$ cat src/usr8_pkg.sv
// constants shared by the universal shift/storage register
package usr8_pkg;

   // ----------------------------------------------------------------
   // datapath
   // ----------------------------------------------------------------
   localparam int unsigned USR8_WIDTH     = 8;
   localparam int unsigned USR8_WIDTH_MIN = 2;
   localparam int unsigned USR8_WIDTH_MAX = 16;

   // function select {high, low}
   typedef enum logic [1:0] {
      USR8_MODE_HOLD  = 2'b00,
      USR8_MODE_RIGHT = 2'b01,
      USR8_MODE_LEFT  = 2'b10,
      USR8_MODE_LOAD  = 2'b11
   } usr8_mode_t;

   // ----------------------------------------------------------------
   // register map (byte addresses)
   // ----------------------------------------------------------------
   localparam int unsigned USR8_ADDR_W        = 4;
   localparam logic [3:0]  USR8_OFS_CTRL      = 4'h0;
   localparam logic [3:0]  USR8_OFS_STATUS    = 4'h4;
   localparam logic [3:0]  USR8_OFS_EDGES     = 4'h8;

   // control fields
   localparam int unsigned USR8_CTRL_FREEZE   = 0;
   localparam int unsigned USR8_CTRL_SCLEAR   = 1;
   localparam logic        USR8_FREEZE_RST    = 1'b0;

   // status fields
   localparam int unsigned USR8_ST_DATA_LSB   = 0;
   localparam int unsigned USR8_ST_MODE_LSB   = 16;
   localparam int unsigned USR8_ST_DRIVE      = 18;
   localparam int unsigned USR8_ST_CLEAR      = 19;
   localparam int unsigned USR8_ST_FIRST      = 20;
   localparam int unsigned USR8_ST_LAST       = 21;

   // edge counter
   localparam int unsigned USR8_EDGE_CNT_W    = 16;
   localparam logic [15:0] USR8_EDGE_CNT_RST  = 16'h0000;

   // ahb-lite encodings
   localparam logic [1:0]  USR8_HTRANS_NONSEQ = 2'b10;
   localparam logic        USR8_HRESP_OKAY    = 1'b0;

   // synchroniser depth
   localparam int unsigned USR8_SYNC_STAGES   = 2;

endpackage

$ cat src/usr8_sync.sv
// two-flop synchroniser for a vector of asynchronous pin levels
`timescale 1ns/1ps
module usr8_sync #(
   parameter int unsigned      WIDTH     = 1,
   parameter logic [WIDTH-1:0] RESET_VAL = '0
) (
   input  wire logic             clk_i,
   input  wire logic             rst_i,
   input  wire logic [WIDTH-1:0] d_i,
   output logic      [WIDTH-1:0] q_o
);

   logic [WIDTH-1:0] meta;
   logic [WIDTH-1:0] stable;

   // ----------------------------------------------------------------
   // first stage feeds only the second
   // ----------------------------------------------------------------
   always_ff @(posedge clk_i) begin
      if (rst_i) begin
         meta   <= RESET_VAL;
         stable <= RESET_VAL;
      end else begin
         meta   <= d_i;
         stable <= meta;
      end
   end

   assign q_o = stable;

endmodule

$ cat src/usr8_shift_reg.sv
// eight-bit universal shift/storage register with clear, three-state ports and ahb-lite view
//
// Overview of operation
// - eight flip-flop register, shiftable or storable, with clear and three-state ports
// - four modes only: hold, shift right, shift left, parallel load
// - two selects pick the mode; contents hold without a rising shift clock
// - both selects high loads in parallel on rising edge; outside drives ports
// - both selects high releases all port drivers regardless of output controls
// - in load each stage captures its own port level, outputs isolated
// - outside load, ports show contents whenever both output controls are low
// - clear low zeroes all stages and serial outputs, regardless of clock or mode
// - either output control high floats ports; register operation continues unchanged
// - right shift: first takes right input; left shift: last takes left input
// - serial outputs mirror first and last stages, ignoring output controls
`timescale 1ns/1ps
module usr8_shift_reg
   import usr8_pkg::*;
#(
   parameter int unsigned WIDTH = USR8_WIDTH
) (
   input  wire logic             clk_i,
   input  wire logic             rst_i,
   // device pins
   input  wire logic             shift_clk_i,
   input  wire logic             func_select_low_i,
   input  wire logic             func_select_high_i,
   input  wire logic             port_disable_a_n_i,
   input  wire logic             port_disable_b_n_i,
   input  wire logic             direct_clear_n_i,
   input  wire logic             right_serial_in_i,
   input  wire logic             left_serial_in_i,
   input  wire logic [WIDTH-1:0] port_bits_i,
   output logic      [WIDTH-1:0] port_bits_o,
   output logic      [WIDTH-1:0] port_bits_oe_n_o,
   output logic                  first_stage_serial_out_o,
   output logic                  last_stage_serial_out_o,
   // ahb-lite slave
   input  wire logic             hsel_i,
   input  wire logic [31:0]      haddr_i,
   input  wire logic [1:0]       htrans_i,
   input  wire logic             hwrite_i,
   input  wire logic [2:0]       hsize_i,
   input  wire logic [31:0]      hwdata_i,
   input  wire logic             hready_i,
   output logic                  hreadyout_o,
   output logic                  hresp_o,
   output logic      [31:0]      hrdata_o
);

   // ----------------------------------------------------------------
   // elaboration check
   // ----------------------------------------------------------------
   if ((WIDTH < USR8_WIDTH_MIN) || (WIDTH > USR8_WIDTH_MAX)) begin : g_bad_width
      $error("usr8_shift_reg: WIDTH must lie between 2 and 16");
   end

   // ----------------------------------------------------------------
   // pin synchronisation
   // ----------------------------------------------------------------
   localparam int unsigned SYNC_W = WIDTH + 8;
   localparam int unsigned P_SCLK = WIDTH + 7;
   localparam int unsigned P_SELH = WIDTH + 6;
   localparam int unsigned P_SELL = WIDTH + 5;
   localparam int unsigned P_DISA = WIDTH + 4;
   localparam int unsigned P_DISB = WIDTH + 3;
   localparam int unsigned P_CLRN = WIDTH + 2;
   localparam int unsigned P_SR   = WIDTH + 1;
   localparam int unsigned P_SL   = WIDTH;

   // disables and clear rest inactive so reset does not look like a pin event
   localparam logic [SYNC_W-1:0] SYNC_RST =
      SYNC_W'(({1'b0, 1'b0, 1'b0, 1'b0, 1'b0, 1'b1, 1'b0, 1'b0}) << WIDTH);

   logic [SYNC_W-1:0] pins_raw;
   logic [SYNC_W-1:0] pins_s;

   assign pins_raw = {shift_clk_i, func_select_high_i, func_select_low_i,
                      port_disable_a_n_i, port_disable_b_n_i, direct_clear_n_i,
                      right_serial_in_i, left_serial_in_i, port_bits_i};

   usr8_sync #(
      .WIDTH     (SYNC_W),
      .RESET_VAL (SYNC_RST)
   ) u_sync (
      .clk_i (clk_i),
      .rst_i (rst_i),
      .d_i   (pins_raw),
      .q_o   (pins_s)
   );

   logic             sclk_s;
   logic             sclk_prev;
   logic             sclk_rise;
   logic             dis_a_n_s;
   logic             dis_b_n_s;
   logic             clear_n_s;
   logic             sr_s;
   logic             sl_s;
   logic [WIDTH-1:0] port_s;
   usr8_mode_t       mode;

   assign sclk_s    = pins_s[P_SCLK];
   assign dis_a_n_s = pins_s[P_DISA];
   assign dis_b_n_s = pins_s[P_DISB];
   assign clear_n_s = pins_s[P_CLRN];
   assign sr_s      = pins_s[P_SR];
   assign sl_s      = pins_s[P_SL];
   assign port_s    = pins_s[WIDTH-1:0];
   assign mode      = usr8_mode_t'({pins_s[P_SELH], pins_s[P_SELL]});

   // ----------------------------------------------------------------
   // shift clock edge as a one-cycle enable
   // ----------------------------------------------------------------
   always_ff @(posedge clk_i) begin
      if (rst_i) begin
         sclk_prev <= 1'b0;
      end else begin
         sclk_prev <= sclk_s;
      end
   end

   assign sclk_rise = sclk_s & ~sclk_prev;

   // ----------------------------------------------------------------
   // control registers written by software
   // ----------------------------------------------------------------
   logic freeze;
   logic soft_clear;
   logic clear_act;
   logic step;

   assign clear_act = ~clear_n_s | soft_clear;
   assign step      = sclk_rise & ~freeze;

   // ----------------------------------------------------------------
   // next-stage neighbours, one per bit
   // ----------------------------------------------------------------
   logic [WIDTH-1:0] stage;
   logic [WIDTH-1:0] from_prev;
   logic [WIDTH-1:0] from_next;
   logic [WIDTH-1:0] next_stage;

   for (genvar i = 0; i < WIDTH; i++) begin : g_bit
      if (i == 0) begin : g_first
         assign from_prev[i] = sr_s;
      end else begin : g_prev
         assign from_prev[i] = stage[i-1];
      end
      if (i == WIDTH - 1) begin : g_last
         assign from_next[i] = sl_s;
      end else begin : g_next
         assign from_next[i] = stage[i+1];
      end
   end

   always_comb begin
      case (mode)
         USR8_MODE_HOLD:  next_stage = stage;
         USR8_MODE_RIGHT: next_stage = from_prev;
         USR8_MODE_LEFT:  next_stage = from_next;
         USR8_MODE_LOAD:  next_stage = port_s;
         default:         next_stage = stage;
      endcase
   end

   // ----------------------------------------------------------------
   // storage flip-flops
   // ----------------------------------------------------------------
   always_ff @(posedge clk_i) begin
      if (rst_i) begin
         stage <= '0;
      end else if (clear_act) begin
         stage <= '0;
      end else if (step) begin
         stage <= next_stage;
      end
   end

   // ----------------------------------------------------------------
   // parallel ports and serial outputs
   // ----------------------------------------------------------------
   logic drive_ports;

   // load isolates the stages from the ports; either control high floats them
   assign drive_ports = dis_a_n_s == 1'b0 && dis_b_n_s == 1'b0
                        && mode != USR8_MODE_LOAD;

   assign port_bits_o              = stage;
   assign port_bits_oe_n_o         = {WIDTH{~drive_ports}};
   assign first_stage_serial_out_o = stage[0];
   assign last_stage_serial_out_o  = stage[WIDTH-1];

   // ----------------------------------------------------------------
   // accepted edge counter
   // ----------------------------------------------------------------
   logic [USR8_EDGE_CNT_W-1:0] edge_cnt;
   logic                       edge_cnt_clr;

   always_ff @(posedge clk_i) begin
      if (rst_i) begin
         edge_cnt <= USR8_EDGE_CNT_RST;
      end else if (step && !clear_act) begin
         // an edge counted in the same cycle as a counter clear restarts the count at one
         edge_cnt <= edge_cnt_clr ? USR8_EDGE_CNT_W'(1) : edge_cnt + USR8_EDGE_CNT_W'(1);
      end else if (edge_cnt_clr) begin
         edge_cnt <= USR8_EDGE_CNT_RST;
      end
   end

   // ----------------------------------------------------------------
   // ahb-lite address phase
   // ----------------------------------------------------------------
   logic                   acc;
   logic                   wr_pend;
   logic [USR8_ADDR_W-1:0] wr_addr;
   logic [31:0]            status_word;
   logic [31:0]            next_rdata;

   assign acc = hsel_i & hready_i & (htrans_i == USR8_HTRANS_NONSEQ);

   always_ff @(posedge clk_i) begin
      if (rst_i) begin
         wr_pend <= 1'b0;
         wr_addr <= '0;
      end else begin
         wr_pend <= acc & hwrite_i & (haddr_i[31:USR8_ADDR_W] == '0);
         wr_addr <= haddr_i[USR8_ADDR_W-1:0];
      end
   end

   always_comb begin
      status_word                                        = '0;
      status_word[USR8_ST_DATA_LSB +: WIDTH]             = stage;
      status_word[USR8_ST_MODE_LSB +: 2]                 = mode;
      status_word[USR8_ST_DRIVE]                         = drive_ports;
      status_word[USR8_ST_CLEAR]                         = clear_act;
      status_word[USR8_ST_FIRST]                         = stage[0];
      status_word[USR8_ST_LAST]                          = stage[WIDTH-1];
   end

   always_comb begin
      next_rdata = '0;
      if (haddr_i[31:USR8_ADDR_W] == '0) begin
         case (haddr_i[USR8_ADDR_W-1:0])
            USR8_OFS_CTRL:   next_rdata[USR8_CTRL_FREEZE] = freeze;
            USR8_OFS_STATUS: next_rdata = status_word;
            USR8_OFS_EDGES:  next_rdata[USR8_EDGE_CNT_W-1:0] = edge_cnt;
            default:         next_rdata = '0;
         endcase
      end
   end

   always_ff @(posedge clk_i) begin
      if (rst_i) begin
         hrdata_o <= '0;
      end else if (acc && !hwrite_i) begin
         hrdata_o <= next_rdata;
      end
   end

   // ----------------------------------------------------------------
   // ahb-lite data phase writes
   // ----------------------------------------------------------------
   logic ctrl_wr;

   assign ctrl_wr      = wr_pend && wr_addr == USR8_OFS_CTRL;
   assign edge_cnt_clr = wr_pend && wr_addr == USR8_OFS_EDGES;

   always_ff @(posedge clk_i) begin
      if (rst_i) begin
         freeze <= USR8_FREEZE_RST;
      end else if (ctrl_wr) begin
         freeze <= hwdata_i[USR8_CTRL_FREEZE];
      end
   end

   // soft clear lasts one cycle after the write
   always_ff @(posedge clk_i) begin
      if (rst_i) begin
         soft_clear <= 1'b0;
      end else begin
         soft_clear <= ctrl_wr & hwdata_i[USR8_CTRL_SCLEAR];
      end
   end

   // zero wait states, always okay
   assign hreadyout_o = 1'b1;
   assign hresp_o     = USR8_HRESP_OKAY;

   // hsize is ignored; narrower writes act as word writes
   logic unused_hsize;
   assign unused_hsize = ^hsize_i;

endmodule

$ cat config.mk
export PLATFORM = sky130hd
export DESIGN_NAME = usr8_shift_reg
export DESIGN_NICKNAME = d
export VERILOG_FILES = /design/src/usr8_pkg.sv /design/src/usr8_sync.sv /design/src/usr8_shift_reg.sv
export SDC_FILE = /design/constraint.sdc
export NUM_CORES = 1
export LEC_CHECK = 0
export BUFFER_PORTS_ARGS = -buffer_cell sky130_fd_sc_hd__buf_2
export CAP_MARGIN = 10
export CORE_ASPECT_RATIO = 1.4
export CORE_MARGIN = 5
export CORE_UTILIZATION = 52
export CTS_CLUSTER_SIZE = 16
export DETAILED_ROUTE_END_ITERATION = 6
export PLACE_DENSITY = 0.82
export SYNTH_ARGS = -nofsm -noshare
export SYNTH_HDL_FRONTEND = slang
export SYNTH_HIERARCHICAL = 1
export SYNTH_SLANG_ARGS = --single-unit
$ cat constraint.sdc
create_clock -name clk_i -period 3.6 [get_ports clk_i]
set_clock_uncertainty 0.05 [all_clocks]
set_input_delay 0.18 -clock clk_i [delete_from_list [all_inputs] [get_ports clk_i]]
set_output_delay 0.18 -clock clk_i [all_outputs]
set_load 0.005 [all_outputs]
==> flow_metrics.tcl <==
set metrics [dict create \
    clk_latency_ns 0.35 \
    power.leakage_nw 1.84 \
    gp_congestion 0.827 \
    tns_ns 0 \
    hp-class "primary input to register" \
    wire_per_inst_um 13.9 \
    die_area_um2 8600 \
    synth_warnings 6 \
    die_w_um 79.8 \
    critPathMaxStageDelay_ns 0.53 \
    critPathKind "register to register" \
    hp-start "hwrite_i" \
    dieHeight_um 108 \
    start_util_pct 53.7 \
    worstPathMaxFanout 6 \
    r2r_setup_slack_ns 1.77 \
    swShare_pct 22.9 \
    area_growth_pct 21.4 \
    post-route-min-period_ns 1.83 \
    end_kind "register" \
    drc 0 \
    power.density_nw_per_um2 397 \
    critical_path_buf_inv_count 0 \
    p_sw_mw 0.392 \
    antenna_cells 0 \
    vias 2668 \
    cts-htree-levels 3 \
    grt_pass1_wl_um 12100 \
    r2r-end "edge_cnt[12]" \
    via_per_inst 5.04 \
    final_common_cell "buf_2" \
    cp_slowest_cell "or4_1" \
    r2r_cells 5 \
    hold_end "wr_pend" \
    cts-root-buf "clkbuf_8" \
    postCtsResizedCells 0 \
    ys.flop_type "dfxtp_1" \
    avgSynthCellArea_um2 10.7 \
    cp_cell_sequence "ha_1 -> and4b_1 -> nand2_2 -> or4_1 -> a21oi_1" \
    cp_data_required_time_ns 3.82 \
    worstMarginPinSlew_ns 0.708 \
    fmax_mhz 547 \
    cpLargestDelayFamily "simple AND/OR/NAND/NOR gates" \
    cts_tree "built" \
    maxCapViolCount 0 \
    intPower_mw 1.32 \
    grt_pass1_vias 2649 \
    min_period_over_period_pct 50.8 \
    portBuffers 96 \
    startpoint_type "register" \
    coreArea_um2 6610 \
    outcome "finished clean" \
    hpwl_um 5410 \
    ant_nets 0 \
    slew_headroom_pct 52.8 \
    syn_inst 332 \
    min_path_cells 3 \
    synth_seq_cells 86 \
    grt_max_degree 46 \
    drt_pass1_iterations 4 \
    grt_setup_unrepaired "no" \
    ctsHoldBuffers 16 \
    async_flop_share_pct 0 \
    syn_area_um2 3550 \
    routed_wl_um 7370 \
    power.total_mw 1.71 \
    power_frac_seq_pct 57.3 \
    clock-sinks 86 \
    slew_violations 0 \
    cts_buffer_depth 2 \
    overflow 0 \
    cts-buffers-inserted 9 \
    ioPinCount 142 \
    netlist-cell-type-count 53 \
    drt_iter0_drc 155 \
    mostFrequentLayoutCells "buf_2 (96), dfxtp_1 (86), nor2b_1 (37)" \
    postCtsSetupBuffers 0 \
    p_comb_share_pct 6.9 \
    timing.final.hold_violations 0 \
    cp.arrival_ns 2.05 \
    rows 35 \
    drive_gt1_share_pct 31.1 \
    fin_nets 523 \
    antenna_found_initial 0 \
    grt_usage_pct 17.9 \
    p_clk_share_pct 35.8 \
    setup_viol 0 \
    reg2reg_from "edge_cnt[0]" \
    cts.clk_slew.worst_paths_ns 0.08 \
    synth_edf_count 0 \
    synth.yosys.seq_area_share_pct 48.5 \
    peakVddDrop_uv 271 \
    fillers 539 \
]
-- final cells by class --
cell class / count / area [um^2] / share of cell area, %
sequential: 86 / 1720 / 39.9
multi-input combinational: 219 / 1630 / 37.8
timing repair buffer: 113 / 648 / 15.0
clock buffer: 11 / 151 / 3.51
tap: 92 / 115 / 2.67
clock inverter: 5 / 33.8 / 0.784
inverter: 3 / 11.3 / 0.261
-- power groups by stage --
| stage | Combinational [mW] | Clock, mW | Sequential (mW) |
|---|---|---|---|
| finish | 0.118 | 0.613 | 0.981 |
| detailed placement | 0.104 | 0 | 1.00 |
| global placement | 0.101 | 0 | 1.00 |
| global route | 0.131 | 0.665 | 0.983 |
| floorplan | 0.0753 | 0 | 0.998 |
| CTS | 0.117 | 0.626 | 0.981 |
-- worst max path at each step --
stage	startpoint	endpoint	slack, ns	cells past startpoint
floorplan	edge_cnt[1]	edge_cnt[14]	2.00	5
global placement	rst_i	hrdata_o[5]	1.66	4
detailed placement	rst_i	hrdata_o[7]	1.62	4
CTS	edge_cnt[0]	edge_cnt[12]	1.78	5
global route	u_sync/q_o[14]	port_bits_oe_n_o[2]	1.63	3
finish	edge_cnt[0]	edge_cnt[12]	1.77	5
-- stage by stage --
| step | hold WS [ns] | cells | setup slack, ns | util, % | cell area [um^2] |
|---|---|---|---|---|---|
| after global routing | 0.0224 | 529 | 1.63 | 65.2 | 4310 |
| after floorplan | 0.202 | 342 | 2.00 | - | 3590 |
| after detailed placement | 0.310 | 497 | 1.62 | 60.0 | 3970 |
| final | 0.0274 | 529 | 1.77 | 65.2 | 4310 |
| after global placement | 0.309 | 497 | 1.66 | 60.0 | 3970 |
| after CTS | 0.0103 | 529 | 1.78 | 65.2 | 4310 |
-- cells in the mapped netlist (4+ instances only) --
cell | instances | area share, %
or3_1 | 4 | 0.70
nand2_1 | 6 | 0.63
o2bb2ai_2 | 8 | 3.4
nor2_1 | 31 | 3.3
a21oi_1 | 14 | 2.0
xnor2_1 | 5 | 1.2
xor2_1 | 5 | 1.2
mux2i_1 | 18 | 5.1
clkbuf_1 | 4 | 0.42
dfxtp_1 | 86 | 48
a22o_1 | 14 | 3.5
buf_2 | 4 | 0.56
nor2b_1 | 37 | 6.5
a22oi_1 | 7 | 1.5
buf_4 | 21 | 4.4
nand3_1 | 6 | 0.85
nor4_1 | 4 | 0.70
-- sequential cells by signal, summed over array words and instances, names as in the netlist --
register and flops:
port_bits_o 8, u_sync/q_o 16, sclk_prev 1, soft_clear 1, edge_cnt 16, wr_addr 4
freeze 1, wr_pend 1, hrdata_o 22, u_sync/meta 16
-- layer usage --
| metal | global-route usage [%] | vias to the layer above | wire [um] |
|---|---|---|---|
| met1 | 19.5 | 1244 | 2880 |
| met5 | 0 | - | 0 |
| met3 | 3.77 | 12 | 392 |
| met4 | 11.0 | 0 | 190 |
| li1 | - | 1333 | - |
| met2 | 31.3 | 79 | 3910 |
-- kinds of logic after synthesis --
family	count (synthesis)	synth area share (%)
and+or+nand+nor	125	24.3
AOI/OAI and AO/OA	53	12.4
adders and majority gates	1	0.352
DFF	86	48.5
other	2	0.211
xor gates and xnor gates	10	2.47
buffers and inverters	37	6.69
muxes	18	5.07
-- worst min-delay path: cells and delay by family --
kind	cells	cell delay, ns
buffers and inverters	1	0.11
AND/OR/NAND/NOR	2	0.09
Power figures use the tool's default switching activity.
